**src/design/eihw_map.vh**
```
// Functional notes
// Six requests are taken: falls of lines a, b and c, the rise of b, two timers.
// Line b feeds request zero on its fall and request three on its rise.
// A request is arbitrated only when its own and the global enable are set.
// The winner among enabled pending requests follows the priority register.
// Request n owns vector bytes 2n and 2n+1 of program memory.
// A grant clears the global enable until software sets it again.
// On a grant the core saves its state and is sent to the request's vector.
// The vector byte and the next byte form a 16-bit address loaded into the PC.
// Pending requests stay readable in the request register even when masked.
// Each of the three port lines can be set as digital or analog input.
// The port lines also feed the counter/timers as the timer input; the code feeds only line a to external_timer_input.
// The halt instruction gates off the CPU clock; the oscillator runs on.
// In halt the timers and edge detection of requests zero to three run on.
// Halt ends only when an enabled request is actually granted.
// After the wake service routine, code resumes after the halt instruction.
// A request bit is set by its event, cleared on grant, writable by software.
`ifndef EIHW_MAP_VH
`define EIHW_MAP_VH

`define EIHW_OFF_REQ    8'h00
`define EIHW_OFF_MASK   8'h04
`define EIHW_OFF_PRIO   8'h08
`define EIHW_OFF_PCFG   8'h0C
`define EIHW_OFF_STAT   8'h10
`define EIHW_OFF_IST    8'h14
`define EIHW_OFF_IMSK   8'h18

`define EIHW_NREQ       6
`define EIHW_NLINE      3
`define EIHW_MASK_W     8
`define EIHW_MASK_GLB   7
`define EIHW_PRIO_W     3
`define EIHW_IST_W      3
`define EIHW_IST_GRANT  0
`define EIHW_IST_WAKE   1
`define EIHW_IST_OVR    2
`define EIHW_VEC_W      16

`define EIHW_RST_REQ    6'h00
`define EIHW_RST_MASK   8'h00
`define EIHW_RST_PRIO   3'h0
`define EIHW_RST_PCFG   3'h0
`define EIHW_RST_IST    3'h0
`define EIHW_RST_VEC    16'h0000

`define EIHW_LINE_A     0
`define EIHW_LINE_B     1
`define EIHW_LINE_C     2

`endif

```
**src/design/eihw_edge_detect.v**
```verilog
`default_nettype none

// ----------------------------------------------------------------------
// Edge detector for the port lines
// ----------------------------------------------------------------------
// The first sample after reset only primes the history, so a line that
// is already low or high at release raises no false edge.
module eihw_edge_detect
#(
	parameter W = 3
)
(
	input  wire         pclk,
	input  wire         presetn,
	input  wire [W-1:0] line_in,
	output wire [W-1:0] rise,
	output wire [W-1:0] fall
);
	reg [W-1:0] prev;
	reg         primed;

	always @(posedge pclk or negedge presetn)
	begin
		if (!presetn)
		begin
			prev   <= {W{1'b0}};
			primed <= 1'b0;
		end
		else
		begin
			prev   <= line_in;
			primed <= 1'b1;
		end
	end

	assign rise = {W{primed}} & line_in & ~prev;
	assign fall = {W{primed}} & ~line_in & prev;
endmodule // eihw_edge_detect

`default_nettype wire

```
**src/design/eihw_prio_enc.v**
```verilog
`default_nettype none
`include "eihw_map.vh"

// ----------------------------------------------------------------------
// Rotating priority encoder
// ----------------------------------------------------------------------
// The request named by top wins first, then the following numbers in
// turn, wrapping after request five. A top above five acts as zero.
module eihw_prio_enc
(
	input  wire [`EIHW_NREQ-1:0]   pend,
	input  wire [`EIHW_PRIO_W-1:0] top,
	output reg                     valid,
	output reg  [2:0]              idx
);
	function [2:0] wrap_add;
		input [2:0] a;
		input [2:0] b;
		reg   [3:0] s;
		begin
			s = {1'b0, a} + {1'b0, b};
			if (s >= 4'd6)
				s = s - 4'd6;
			wrap_add = s[2:0];
		end
	endfunction

	reg [2:0] base;
	reg [2:0] cand;
	integer   k;

	always @*
	begin
		base  = (top > 3'd5) ? 3'd0 : top;
		valid = 1'b0;
		idx   = 3'd0;
		cand  = 3'd0;
		for (k = 5; k >= 0; k = k - 1)
		begin
			cand = wrap_add(base, k[2:0]);
			if (pend[cand])
			begin
				valid = 1'b1;
				idx   = cand;
			end
		end
	end
endmodule // eihw_prio_enc

`default_nettype wire

```
**src/design/eihw_top.v**
```verilog
`default_nettype none
`include "eihw_map.vh"

module eihw_top
(
	input  wire                    pclk,
	input  wire                    presetn,
	input  wire                    psel,
	input  wire                    penable,
	input  wire                    pwrite,
	input  wire [7:0]              paddr,
	input  wire [31:0]             pwdata,
	output reg  [31:0]             prdata,
	output wire                    pready,
	output wire                    pslverr,
	input  wire                    port_in_line_a,
	input  wire                    port_in_line_b,
	input  wire                    port_in_line_c,
	input  wire [`EIHW_NLINE-1:0]  comparator_result,
	output wire [`EIHW_NLINE-1:0]  analog_select,
	output wire                    external_timer_input,
	input  wire                    timer_zero_event,
	input  wire                    timer_one_event,
	input  wire                    core_halt_exec,
	input  wire                    core_int_ack,
	output wire                    core_int_req,
	output wire                    cpu_clk_en,
	output wire                    ctx_save,
	output wire                    pm_rd,
	output reg  [`EIHW_VEC_W-1:0]  pm_addr,
	input  wire [7:0]              pm_data,
	output wire                    pc_load,
	output reg  [`EIHW_VEC_W-1:0]  pc_value,
	output wire                    host_irq
);
	// ------------------------------------------------------------------
	// Vector sequencer states
	// ------------------------------------------------------------------
	localparam [2:0] ST_IDLE = 3'b000;
	localparam [2:0] ST_SAVE = 3'b001;
	localparam [2:0] ST_HI   = 3'b010;
	localparam [2:0] ST_LO   = 3'b011;
	localparam [2:0] ST_LOAD = 3'b100;

	function [`EIHW_VEC_W-1:0] vec_addr;
		input [2:0] n;
		input       second;
		begin
			vec_addr = {12'h000, n, second};
		end
	endfunction

	// ------------------------------------------------------------------
	// Registers
	// ------------------------------------------------------------------
	reg [`EIHW_NREQ-1:0]   req;
	reg [`EIHW_MASK_W-1:0] mask;
	reg [`EIHW_PRIO_W-1:0] prio;
	reg [`EIHW_NLINE-1:0]  pcfg;
	reg [`EIHW_IST_W-1:0]  ist;
	reg [`EIHW_IST_W-1:0]  imsk;
	reg                    halted;
	reg [2:0]              state;
	reg [2:0]              gnt_idx;
	reg [7:0]              vec_hi;

	reg [`EIHW_NREQ-1:0]   next_req;
	reg [`EIHW_MASK_W-1:0] next_mask;
	reg [`EIHW_IST_W-1:0]  next_ist;
	reg [2:0]              next_state;
	reg                    next_halted;
	reg [31:0]             next_prdata;

	wire [`EIHW_NLINE-1:0] line_raw;
	wire [`EIHW_NLINE-1:0] line_sel;
	wire [`EIHW_NLINE-1:0] line_rise;
	wire [`EIHW_NLINE-1:0] line_fall;
	wire [`EIHW_NREQ-1:0]  req_event;
	wire [`EIHW_NREQ-1:0]  req_eff;
	wire                   win_valid;
	wire [2:0]             win_idx;
	wire                   grant;
	wire                   ev_overrun;

	// ------------------------------------------------------------------
	// Port lines and edge detection
	// ------------------------------------------------------------------
	assign line_raw = {port_in_line_c, port_in_line_b, port_in_line_a};
	assign line_sel = (pcfg & comparator_result)
		| (~pcfg & line_raw);
	assign analog_select = pcfg;
	assign external_timer_input = line_sel[`EIHW_LINE_A];

	// Runs on pclk, which halt never gates.
	eihw_edge_detect #(.W(`EIHW_NLINE)) u_edge
	(
		.pclk    (pclk),
		.presetn (presetn),
		.line_in (line_sel),
		.rise    (line_rise),
		.fall    (line_fall)
	);

	assign req_event[0] = line_fall[`EIHW_LINE_B];
	assign req_event[1] = line_fall[`EIHW_LINE_C];
	assign req_event[2] = line_fall[`EIHW_LINE_A];
	assign req_event[3] = line_rise[`EIHW_LINE_B];
	assign req_event[4] = timer_zero_event;
	assign req_event[5] = timer_one_event;

	// ------------------------------------------------------------------
	// Masking and arbitration
	// ------------------------------------------------------------------
	assign req_eff = req & mask[`EIHW_NREQ-1:0]
		& {`EIHW_NREQ{mask[`EIHW_MASK_GLB]}};

	eihw_prio_enc u_prio
	(
		.pend  (req_eff),
		.top   (prio),
		.valid (win_valid),
		.idx   (win_idx)
	);

	// A halted core cannot answer, so the request is granted at once.
	assign core_int_req = win_valid && (state == ST_IDLE) && !halted;
	assign grant = win_valid && (state == ST_IDLE)
		&& (core_int_ack || halted);

	// ------------------------------------------------------------------
	// APB slave
	// ------------------------------------------------------------------
	function is_mapped;
		input [7:0] a;
		begin
			case (a)
				`EIHW_OFF_REQ, `EIHW_OFF_MASK, `EIHW_OFF_PRIO,
				`EIHW_OFF_PCFG, `EIHW_OFF_STAT, `EIHW_OFF_IST,
				`EIHW_OFF_IMSK:
					is_mapped = 1'b1;
				default:
					is_mapped = 1'b0;
			endcase
		end
	endfunction

	wire acc    = psel && penable;
	wire wr     = acc && pwrite;
	wire mapped = is_mapped(paddr);

	assign pready  = 1'b1;
	assign pslverr = acc && !mapped;

	wire wr_req  = wr && (paddr == `EIHW_OFF_REQ);
	wire wr_mask = wr && (paddr == `EIHW_OFF_MASK);
	wire wr_ist  = wr && (paddr == `EIHW_OFF_IST);
	wire wr_prio = wr && (paddr == `EIHW_OFF_PRIO);
	wire wr_pcfg = wr && (paddr == `EIHW_OFF_PCFG);
	wire wr_imsk = wr && (paddr == `EIHW_OFF_IMSK);

	always @*
	begin
		case (paddr)
			`EIHW_OFF_REQ:  next_prdata = {26'h0, req};
			`EIHW_OFF_MASK: next_prdata = {24'h0, mask};
			`EIHW_OFF_PRIO: next_prdata = {29'h0, prio};
			`EIHW_OFF_PCFG: next_prdata = {29'h0, pcfg};
			`EIHW_OFF_STAT: next_prdata = {24'h0, win_idx, win_valid,
				state, halted};
			`EIHW_OFF_IST:  next_prdata = {29'h0, ist};
			`EIHW_OFF_IMSK: next_prdata = {29'h0, imsk};
			default:        next_prdata = 32'h0000_0000;
		endcase
	end

	// Read data is taken in the setup cycle, so it stands for the whole
	// access cycle without a wait state.
	always @(posedge pclk or negedge presetn)
	begin
		if (!presetn)
			prdata <= 32'h0000_0000;
		else if (psel && !penable)
			prdata <= next_prdata;
	end

	// ------------------------------------------------------------------
	// Request, mask and event status update
	// ------------------------------------------------------------------
	// An event on a bit that is still set is lost, so it is flagged.
	assign ev_overrun = |(req_event & req);

	always @*
	begin
		next_req = req;
		if (wr_req)
			next_req = pwdata[`EIHW_NREQ-1:0];
		if (grant)
			next_req[win_idx] = 1'b0;
		// Events are merged last, so a set beats a grant or a write of 0.
		next_req = next_req | req_event;

		next_mask = mask;
		if (wr_mask)
			next_mask = pwdata[`EIHW_MASK_W-1:0];
		if (grant)
			next_mask[`EIHW_MASK_GLB] = 1'b0;

		next_ist = ist;
		if (wr_ist)
			next_ist = ist & ~pwdata[`EIHW_IST_W-1:0];
		next_ist[`EIHW_IST_GRANT] = next_ist[`EIHW_IST_GRANT] | grant;
		next_ist[`EIHW_IST_WAKE] = next_ist[`EIHW_IST_WAKE]
			| (grant && halted);
		next_ist[`EIHW_IST_OVR] = next_ist[`EIHW_IST_OVR] | ev_overrun;
	end

	always @(posedge pclk or negedge presetn)
	begin
		if (!presetn)
		begin
			req  <= `EIHW_RST_REQ;
			mask <= `EIHW_RST_MASK;
			ist  <= `EIHW_RST_IST;
		end
		else
		begin
			req  <= next_req;
			mask <= next_mask;
			ist  <= next_ist;
		end
	end

	// ------------------------------------------------------------------
	// Configuration registers
	// ------------------------------------------------------------------
	always @(posedge pclk or negedge presetn)
	begin
		if (!presetn)
		begin
			prio <= `EIHW_RST_PRIO;
			pcfg <= `EIHW_RST_PCFG;
			imsk <= `EIHW_RST_IST;
		end
		else
		begin
			if (wr_prio)
				prio <= pwdata[`EIHW_PRIO_W-1:0];
			if (wr_pcfg)
				pcfg <= pwdata[`EIHW_NLINE-1:0];
			if (wr_imsk)
				imsk <= pwdata[`EIHW_IST_W-1:0];
		end
	end

	// Event flags reach the host line as soon as they are stored.
	assign host_irq = |(ist & imsk);

	// ------------------------------------------------------------------
	// Halt and wake
	// ------------------------------------------------------------------
	// Halt is left only at a grant, so the saved PC already points past
	// the halt instruction and the return resumes there.
	always @*
	begin
		next_halted = halted;
		// A halt while a vector is being fetched is ignored, since the
		// sequencer still needs the core to take the new PC.
		if (core_halt_exec && (state == ST_IDLE))
			next_halted = 1'b1;
		if (grant)
			next_halted = 1'b0; // see
	end

	always @(posedge pclk or negedge presetn)
	begin
		if (!presetn)
			halted <= 1'b0;
		else
			halted <= next_halted;
	end

	assign cpu_clk_en = !halted;

	// ------------------------------------------------------------------
	// Vector sequencer
	// ------------------------------------------------------------------
	always @*
	begin
		case (state)
			ST_IDLE: next_state = grant ? ST_SAVE : ST_IDLE;
			ST_SAVE: next_state = ST_HI;
			ST_HI:   next_state = ST_LO;
			ST_LO:   next_state = ST_LOAD;
			ST_LOAD: next_state = ST_IDLE;
			default: next_state = ST_IDLE;
		endcase
	end

	always @(posedge pclk or negedge presetn)
	begin
		if (!presetn)
		begin
			state    <= ST_IDLE;
			gnt_idx  <= 3'd0;
			vec_hi   <= 8'h00;
			pm_addr  <= `EIHW_RST_VEC;
			pc_value <= `EIHW_RST_VEC;
		end
		else
		begin
			state <= next_state;
			case (state)
				ST_IDLE:
				begin
					if (grant)
					begin
						gnt_idx <= win_idx;
						pm_addr <= vec_addr(win_idx, 1'b0);
					end
				end
				// The address runs one cycle ahead of the byte taken,
				// because program memory answers a cycle late.
				ST_SAVE:
				begin
					pm_addr <= vec_addr(gnt_idx, 1'b1);
				end
				ST_HI:
				begin
					vec_hi <= pm_data;
				end
				ST_LO:
				begin
					pc_value <= {vec_hi, pm_data};
				end
				default:
				begin
				end
			endcase
		end
	end

	// The core stores PC and flags in ST_SAVE, the first of the two vector read cycles.
	assign ctx_save = (state == ST_SAVE);
	assign pm_rd    = (state == ST_SAVE) || (state == ST_HI);
	assign pc_load  = (state == ST_LOAD); // see
endmodule // eihw_top

`default_nettype wire

```
**config.mk**
```make
export PLATFORM = sky130hd
export DESIGN_NAME = eihw_top
export DESIGN_NICKNAME = d
export VERILOG_FILES = /design/src/design/eihw_edge_detect.v /design/src/design/eihw_prio_enc.v /design/src/design/eihw_top.v
export VERILOG_INCLUDE_DIRS = /design/src /design/src/design
export SDC_FILE = /design/constraint.sdc
export NUM_CORES = 1
export LEC_CHECK = 0
export ABC_AREA = 1
export BUFFER_PORTS_ARGS = -buffer_cell sky130_fd_sc_hd__buf_2
export CAP_MARGIN = 5
export CORE_MARGIN = 10
export CORE_UTILIZATION = 34
export CTS_BUF_LIST = sky130_fd_sc_hd__clkbuf_16
export DETAILED_ROUTE_END_ITERATION = 10
export PLACE_DENSITY = 0.67
export SLEW_MARGIN = 15
export SYNTH_ARGS = -nofsm -noshare
export SYNTH_HDL_FRONTEND = slang
export SYNTH_HIERARCHICAL = 1
export SYNTH_SLANG_ARGS = --single-unit
```
**constraint.sdc**
```tcl
create_clock -name pclk -period 2.6 [get_ports pclk]
set_input_delay 0.52 -clock pclk [delete_from_list [all_inputs] [get_ports pclk]]
set_output_delay 0.52 -clock pclk [all_outputs]
set_load 0.05 [all_outputs]
```
Yosys cells after proc, flatten, opt, wreduce, memory -nomap -nowiden

Cells that the tools add are included.

Output and inout bits: 76
Memories: 0
Bits in latches: 0
Word-level logic and storage cells: 152
Memory bits (read-only): 0
Register bits: 109
Input port bits: 63
Memory bits (writable): 0

Add/subtract/negate cells: 11
Multipliers: 0
Reductions and logical operators: 31
Magnitude comparators: 15
Multiplexer cells: 46
Div/mod/pow operators: 0
Equal/unequal tests: 11
Bitwise operators: 22
Shifts and indexed selects: 0

Operators with widths:

| cell                                                               | number |
|---|---|
| case mux 8 bit (7 select lines)                                    | 1 |
| two-way mux 3 bit                                                  | 14 |
| case mux 16 bit (2 select lines)                                   | 1 |
| < comparator 3 x 4 -> 1 bit (second input constant)                | 7 |
| bitwise AND 6 bit                                                  | 4 |
| equality test 8 x 5 -> 1 bit (second input constant)               | 3 |
| greater-or-equal comparator 4 x 3 -> 1 bit (second input constant) | 5 |
| bitwise AND 3 bit                                                  | 6 |
| binary-select mux 1 bit (select 3 bit)                             | 6 |
| two-way mux 1 bit                                                  | 18 |
| subtractor 3 bit (second input constant)                           | 6 |
| equality test 8 x 4 -> 1 bit (second input constant)               | 2 |
| logical AND 1 bit                                                  | 16 |
| two-way mux 16 bit                                                 | 1 |
| two-way mux 6 bit                                                  | 2 |
| case mux 3 bit (4 select lines)                                    | 1 |
| NOT 3 bit                                                          | 3 |
| adder 3 x 2 -> 4 bit (second input constant)                       | 2 |
| adder 3 x 3 -> 4 bit (second input constant)                       | 2 |
| equality test 8 x 3 -> 1 bit (second input constant)               | 1 |
| zero test 8 bit                                                    | 1 |
| two-way mux 8 bit                                                  | 1 |
| OR reduction 7 bit                                                 | 1 |
| equality test 3 x 2 -> 1 bit (second input constant)               | 2 |
| other kinds (21)                                                   | 30 |

Logic depth before layout (Yosys ltp)

Gate-level depths: netlist (run 1).

Depth in word-level cells: 21
Depth in mapped cells: 24
Mapped depth without buffers: 24

Cells and area by module

Netlist (run 1), hierarchy kept.

Modules (own cells, without submodules):

| module           | times used | cells each | seq. area each (sq um) | area an instance (sq um) |
|---|---|---|---|---|
| eihw_top         | 1          | 464        | 1,726.7                | 3,641.0 |
| eihw_prio_enc    | 1          | 153        | 0.0                    | 838.3 |
| eihw_edge_detect | 1          | 17         | 100.1                  | 148.9 |

Worst setup path after synthesis (run 1)

OpenSTA, ideal clock, no wires.

Path type: register to output
Start: register prio[2]
End: output core_int_req
Path buffers: 0
Arrival: 2.886 ns
Data required time: 2.080 ns
Slack: -0.806 ns
Stages on the path, launching flop included: 18
Path through: dfrtp_1 -> nand2_2 -> nand2_8 -> ha_1 -> inv_2 -> nand2_1 -> nand2_2 -> nand2_1 -> nand2_2 -> nand2_1 -> o21ai_2 -> nand3b_2 -> nand2_2 -> inv_2 -> nand3_2 -> nand3b_1 -> nand4_2 -> nor2_1

Cells in the longest elaborated chain, start to end: 15
Elaborated cells between the ends (all ways): 45
Classes of those cells: add/sub: 11; order compare: 7; mux: 25; reduce/logical: 2

RTL lines:

| what                                                                                  | RTL line                               | text |
|---|---|---|
| start, declared                                                                       | eihw_top.v:58                          | `` reg [`EIHW_PRIO_W-1:0] prio; `` |
| start signal, assigned                                                                | eihw_top.v:240                         | `` prio <= `EIHW_RST_PRIO; `` |
| start signal, assigned                                                                | eihw_top.v:247                         | `` prio <= pwdata[`EIHW_PRIO_W-1:0]; `` |
| greater-than comparator 3 bit                                                         | eihw_prio_enc.v:34                     | `base = (top > 3'd5) ? 3'd0 : top;` |
| two-way mux 3 bit (*)                                                                 | eihw_prio_enc.v:34                     |  |
| adder 3 x 3 -> 4 bit                                                                  | eihw_prio_enc.v:21                     | `s = {1'b0, a} + {1'b0, b};` |
| greater-or-equal comparator 4 x 3 -> 1 bit / subtractor 3 bit (equally long branches) | eihw_prio_enc.v:22, eihw_prio_enc.v:23 |  |
| two-way mux 3 bit                                                                     | eihw_prio_enc.v:22                     | `if (s >= 4'd6)` |
| binary-select mux 1 bit (select 3 bit)                                                | eihw_prio_enc.v:41                     | `if (pend[cand])` |
| two-way mux 1 bit (implied by the code)                                               | eihw_prio_enc.v:41                     |  |
| two-way mux 1 bit (5 in a row)                                                        | eihw_prio_enc.v:41                     |  |
| two-way mux 1 bit (*)                                                                 | eihw_prio_enc.v:41                     |  |
| net win_valid                                                                         | eihw_top.v:80                          | `wire win_valid;` |
| logical AND 1 bit (*) (2 in a row)                                                    | eihw_top.v:126                         | `assign core_int_req = win_valid && (state == ST_IDLE) && !halted;` |
| end, declared                                                                         | eihw_top.v:26                          | `output wire core_int_req,` |

Mark *: on every way through the listed nets, which the timed path passes. The rest lies on a longest branch. The select of a mux whose other input is x is not followed.

Worst setup path after layout (run 1)

Start: register prio[1]
End: output core_int_req

The elaborated chain is that of the path after synthesis.

==> flow_summary_export.csv, run 1 <==
group,metric,value,unit
run_status,status,"finished with violations",
run_status,violations,"negative setup slack",
clocking,clk_latency,0.33,ns
routing,vias,4424,
grt,antenna_found_initial,0,
critical_path,end_kind,"output pin",
routing,viasPerCell,4.51,
timing,min_period,3.23,ns
power,pwr-share-seq,35.4,%
placed_design,io_buffers,77,
worst_hold_path,min_path_type,"input port to async pin",
routing,drt-total-wl,12600,microns
logic_synthesis,yosysWarnings,6,
final_layout,postLayoutCoreUtil,47.8,%
routing,drc_errors,0,
power,vdd_drop_max,0.743,mV
grt,grt_pass1_vias,4434,
timing,setup_viol,22,
die,fp-row-count,42,
clocking,tritoncts,"yes",
die,core,13200,sq um
placed_design,dp_hpwl,9840,microns
critical_path,worst_path_max_delay_cell,"dfrtp_2",
timing,final.setup.tns,-7.25,ns
critical_path,crit_buf_inv,4,
clocking,clockBufferDepth,2,
critical_path,cp_top_family,"simple AND/OR/NAND/NOR gates",
grt,grt_usage,13.6,%
clocking,cts_buffers,9,
die,die_x,136,microns
timing,timing.final.ws_setup,-0.632,ns
power,combPwrFrac,40.9,%
logic_synthesis,netlist_instances,630,
routing,routedWlPerCell,12.9,microns
clocking,root_buffer,"clkbuf_16",
critical_path,required,2.08,ns
logic_synthesis,synth.avg_cell_area,7.32,sq um
clocking,cts_sinks,73,
timing,timing.final.crit_share,124,%
final_layout,regArea,1830,sq um
placed_design,dp_slack,-0.422,ns
die,ios,139,
final_layout,fin_nets,873,
final_layout,drive_above_1_share,35.9,%
timing,worst_pin_slew,0.533,ns
critical_path,path_cells,"nand2_4 > nand2_8 > ha_4 > inv_4 > buf_4 > nand3_1 > nand2_4 > o211ai_4 > nand2_4 > inv_2 > nand3_2 > nand3b_1 > nand4_4 > nor2_4 > buf_8",
timing,relSlewSlack,64.3,%
final_layout,multi_input_area,2570,sq um
power,p_total,4.56,mW
power,p_int,2.57,mW
timing,hold-worst-slack,0.130,ns
critical_path,crit_fanout,5,
timing,maxSlewViolCount,0,
grt,grt_pass1_wl,20900,microns
routing,firstDrtPassIters,4,
critical_path,cpPeakStageDelay,0.46,ns
routing,ant_nets,0,
critical_path,critPathKind,"flip-flop to output pin",
power,switching_share,43.8,%
power,p_leak,3.57,nW
die,die_h,136,microns
critical_path,worst_path_most_repeated_cell,"nand2_4",
logic_synthesis,syn_area,4610,sq um
placed_design,place.gp.congestion,0.867,
timing,hold_viol,0,
routing,drtIter0Drc,306,
grt,grt-ovfl-total,0,
grt,grt_start_max_net_pins,35,
timing,final.setup_skew,0.00999,ns
power,clkPwrFrac,23.8,%
final_layout,syn_to_final_growth,37.3,%
clocking,cts-htree-levels,3,
timing,rsz0062_at_grt,"true",
timing,fmax,309,MHz
run,maxCapViolCount,0,
final_layout,antennaDiodeCount,0,
power,power.density,720,nW/um^2
clocking,clk_pin_slew,0.06,ns
critical_path,cp.arrival,2.71,ns
die,die_area,18600,sq um
die,start_util,34.8,%
critical_path,cp-start-kind,"flip-flop",
final_layout,fill_cells,1337,
power,power.switching,2.00,mW
-- flip-flops by register name (all words and copies together), names as in the netlist --
| signal | cells |
|---|---|
| mask | 8 |
| analog_select | 3 |
| u_edge/primed | 1 |
| vec_hi | 8 |
| pm_addr | 4 |
| req | 6 |
| u_edge/prev | 3 |
| prdata | 8 |
| ist | 3 |
| prio | 3 |
| gnt_idx | 3 |
| state | 3 |
| imsk | 3 |
| pc_value | 16 |
| halted | 1 |
-- worst register-to-register path, cell delays in order (launching register included) --
cell,delay [ns]
dfrtp_2,0.46
nand2_4,0.12
nand2_8,0.08
ha_4,0.29
inv_4,0.05
buf_4,0.15
nand3_1,0.13
nand2_4,0.10
o211ai_4,0.20
nand2_4,0.07
inv_2,0.06
nand3_2,0.09
buf_4,0.14
buf_4,0.12
buf_4,0.12
buf_4,0.12
buf_4,0.12
buf_4,0.12
nand3_2,0.05
nand2_2,0.10
inv_2,0.11
nand3_2,0.08
o211ai_1,0.10
nand2_1,0.07
-- repair_timing --
action,in CTS,in global routing
gates resized for setup,31,40
gates cloned,0,0
setup buffers,16,8
pin swaps,16,29
endpoints found under the setup margin,21,23
hold buffers,0,0
-- per-stage QoR --
step                cells  area [sq um]
finish                982          6340
global route          982          6340
CTS                   974          6120
detailed placement    943          5650
global placement      943          5650
floorplan             665          4830
-- final timing paths --
kind,endpoint,slack (ns),cells after the start,start
worst min-delay path,pc_value[1]$_DFFE_PN0N_,0.13,1,presetn
worst min register to register,pc_value[13]$_DFFE_PN0N_,0.46,2,pc_value[13]$_DFFE_PN0N_
max in group asynchronous,vec_hi[0]$_DFFE_PN0N_,1.93,2,presetn
worst max-delay path,core_int_req,-0.63,15,prio[1]$_DFFE_PN0P_
worst max register to register,req[0]$_DFF_PN0_,-0.55,23,prio[1]$_DFFE_PN0P_
min in group pclk,req[5]$_DFF_PN0_,0.44,3,timer_one_event
-- power by group through the flow --
stage               registers [mW]  logic (mW)  clock network (mW)
global placement              1.62        1.74                   0
floorplan                     2.08       0.845                   0
detailed placement            1.63        1.76                   0
global route                  1.65        2.03                1.15
finish                        1.61        1.86                1.08
CTS                           1.61        1.84                1.10
-- metal layers --
layer / wire length, microns / vias up / share of wire [%] / global-route usage (%)
li1: - / 2274 / - / -
met1: 5280 / 2005 / 42 / 16.3
met2: 6200 / 129 / 49 / 22.7
met3: 855 / 16 / 6.8 / 3.91
met4: 288 / 0 / 2.3 / 4.38
met5: 0 / - / 0 / 0
-- cells in the final DEF (no fill, tap or decap), types with 2 or more instances in the layout --
cell type and n:
ha_1 3, nand3_2 8, nor2_2 5, a21oi_2 3, buf_12 2, clkbuf_16 9
nand4_1 6, o211ai_1 2, buf_4 83, o22ai_1 3, a21oi_1 4, nand3b_1 2
ha_4 4, o21ai_1 15, clkinv_2 3, nand2_2 18, o21ai_0 30, inv_8 2
nand2_4 18, dfrtp_1 71, nand3_1 42, inv_4 5, nor2_4 3, buf_6 8
nor2_1 36, conb_1 38, inv_1 55, nand2_1 200, o21ai_2 9, dfrtp_2 2
inv_2 12, nor3_1 3, buf_2 76, clkinv_1 2, o22ai_2 2, mux2_2 3
-- cell type report --
type	instances	area share [%]
multi-input combinational	473	40.5
sequential	73	28.9
timing repair buffer	170	18.1
inverter	75	4.88
clock buffer	9	3.55
tap	176	3.48
clock inverter	6	0.553
(Power assumes the default switching activity.)
==> run 2: changes to the inputs <==
--- a/config.mk
+++ b/config.mk
@@ -12,7 +12,9 @@
 export CORE_MARGIN = 10
 export CORE_UTILIZATION = 34
 export CTS_BUF_LIST = sky130_fd_sc_hd__clkbuf_16
+export CTS_CLUSTER_DIAMETER = 200
 export DETAILED_ROUTE_END_ITERATION = 10
+export GPL_TIMING_DRIVEN = 0
 export PLACE_DENSITY = 0.67
 export SLEW_MARGIN = 15
 export SYNTH_ARGS = -nofsm -noshare
==> run 2 against run 1 <==
  * The flow still finishes with violations (negative setup slack)
  * Largest cell class unchanged
  * Sequential power is essentially flat
  * Routed wire length rose by 3.0%
  * Cell count down 1.1%
  * Die area is the same
  * Non-clock buffer count shrank 11
  * Clock power about the same
  * Sequential share of layout area is 0.63 points higher
  * Critical path depth up 6
  * Critical endpoint unchanged
  * Worst hold slack got worse by 0.038 ns
==> flow_summary_export.csv, run 2 (synthesis gave the netlist of run 1 again) <==
group,metric,value,unit
critical_path,rrSetupSlack,-0.57,ns
power,vdd_drop_max,0.924,mV
timing,maxSlewViolCount,0,
power,clkPwrFrac,23.9,%
final_layout,syn_to_final_growth,34.5,%
routing,ant_nets,0,
final_layout,layoutNonFillerInstCount,971,
power,combPwrFrac,40.8,%
grt,antenna_found_initial,0,
power,power.switching,2.02,mW
power,power.density,738,nW/um^2
critical_path,cp.arrival,2.76,ns
clocking,cts-htree-levels,3,
timing,setup_viol,20,
grt,grt_pass1_wl,21100,microns
run,maxCapViolCount,0,
routing,drt-total-wl,13000,microns
clocking,cts_buffers,9,
timing,rsz0062_at_grt,"true",
clocking,tritoncts,"yes",
clocking,root_buffer,"clkbuf_16",
timing,min_period,3.28,ns
routing,vias,4414,
clocking,cts_sinks,73,
final_layout,drive_above_1_share,34.1,%
placed_design,dp.cells,919,
clocking,clk_pin_slew,0.06,ns
placed_design,io_buffers,77,
final_layout,largest_reg_flops,16,
final_layout,fin_nets,862,
critical_path,required,2.08,ns
timing,final.setup.tns,-9.65,ns
final_layout,antennaDiodeCount,0,
timing,hold_viol,0,
grt,grt-ovfl-total,0,
critical_path,crit_buf_inv,5,
timing,worst_pin_slew,0.561,ns
critical_path,critPathKind,"flip-flop to output pin",
placed_design,place.gp.congestion,0.877,
routing,routedWlPerCell,13.4,microns
timing,fmax,305,MHz
routing,drc_errors,0,
critical_path,end_kind,"output pin",
grt,grt_pass1_vias,4331,
final_layout,layout.cells.most_common,"nand2_1",
final_layout,most-common-layout-cells,"nand2_1 (206), buf_2 (78), buf_4 (70), dfrtp_1 (70), inv_1 (56)",
power,pwr-share-seq,35.3,%
critical_path,cp_top_family,"simple AND/OR/NAND/NOR gates",
timing,final.setup_skew,0.00562,ns
die,die_x,136,microns
timing,timing.final.crit_share,126,%
grt,grt_usage,14.0,%
power,p_leak,3.48,nW
critical_path,path_cells,"nand2_4 > nand2_8 > inv_8 > ha_4 > inv_2 > nand2_2 > nand2_4 > inv_2 > nand2_2 > nand2_2 > nand2_2 > nand2_2 > o21ai_2 > nand3b_4 > nand2_4 > inv_2 > nand3_2 > nand3b_1 > nand4_4 > nor2_4 > buf_8",
grt,grt_start_max_net_pins,50,
routing,firstDrtPassIters,5,
run_status,violations,"negative setup slack",
critical_path,worst_path_max_delay_cell,"dfrtp_2",
critical_path,cp-start-kind,"flip-flop",
clocking,clockBufferDepth,2,
die,die_h,136,microns
die,ios,139,
power,p_int,2.56,mW
placed_design,dp_hpwl,9840,microns
critical_path,worst_path_most_repeated_cell,"nand2_2",
critical_path,crit_fanout,5,
final_layout,regMostFlops,"pc_value",
timing,relSlewSlack,62.5,%
routing,viasPerCell,4.55,
final_layout,postLayoutCoreUtil,46.9,%
die,start_util,34.8,%
run_status,status,"finished with violations",
critical_path,cpPeakStageDelay,0.47,ns
power,switching_share,44.1,%
routing,drtIter0Drc,208,
die,die_area,18600,sq um
worst_hold_path,min_path_type,"input port to async pin",
die,fp-row-count,42,
die,core,13200,sq um
power,p_total,4.58,mW
clocking,clk_latency,0.33,ns
timing,timing.final.ws_setup,-0.675,ns
clocking,ctsHoldBuffers,0,
run 2: cell count changes in the layout (fill, tap and decap cells not counted), sizes merged:
cell,previous run,this run
inv,75,73
clkinvlp,1,3
buf,170,159
run 2: power groups by stage:
stage	clock network (mW)	registers [mW]	logic, mW
global placement	0	1.62	1.73
global route	1.17	1.65	2.03
CTS	1.11	1.61	1.85
detailed placement	0	1.62	1.75
floorplan	0	2.08	0.845
finish	1.10	1.61	1.87
run 2: final timing paths:
path	startpoint	end	depth (start not counted)
setup reg to reg	prio[1]$_DFFE_PN0P_	ist[0]$_DFF_PN0_	26
max in group asynchronous	presetn	prio[2]$_DFFE_PN0P_	2
setup / recovery	prio[1]$_DFFE_PN0P_	core_int_req	21
hold reg to reg	pc_value[13]$_DFFE_PN0N_	pc_value[13]$_DFFE_PN0N_	2
hold / removal	presetn	pc_value[1]$_DFFE_PN0N_	1
min in group pclk	timer_one_event	req[5]$_DFF_PN0_	3
run 2: per-layer routing:
metal  track usage [%]  part of all wire, %
met4              4.67                  1.8
met5                 0                    0
met3              3.91                  6.5
met2              23.9                   50
met1              16.4                   41
run 2: cell type report:
cell class	instances	area [sq um]
multi-input cells	473	2520
repair buffers	115	734
inverters	75	308
plain buffers	44	334
flip-flops and latches	73	1830
well taps	176	220
fillers	1351	7040
clock inverters	6	36.3
clock buffers	9	225
run 2: per-stage QoR:
step           hold slack (ns)  worst slack (ns)  cell area (sq um)
2_1_floorplan            0.224            -0.217               4830
3_3_place_gp             0.451            -0.541               5440
3_5_place_dp             0.453            -0.569               5470
4_1_cts                  0.103            -0.648               6090
5_1_grt                  0.111            -0.826               6200
6_report                0.0920            -0.675               6200
run 2: what timing repair did:
item / in CTS / in global routing
gates cloned: 0 / 0
pin swaps: 27 / 19
endpoints found under the setup margin: 23 / 23
gates resized for setup: 31 / 21
setup buffers: 32 / 5
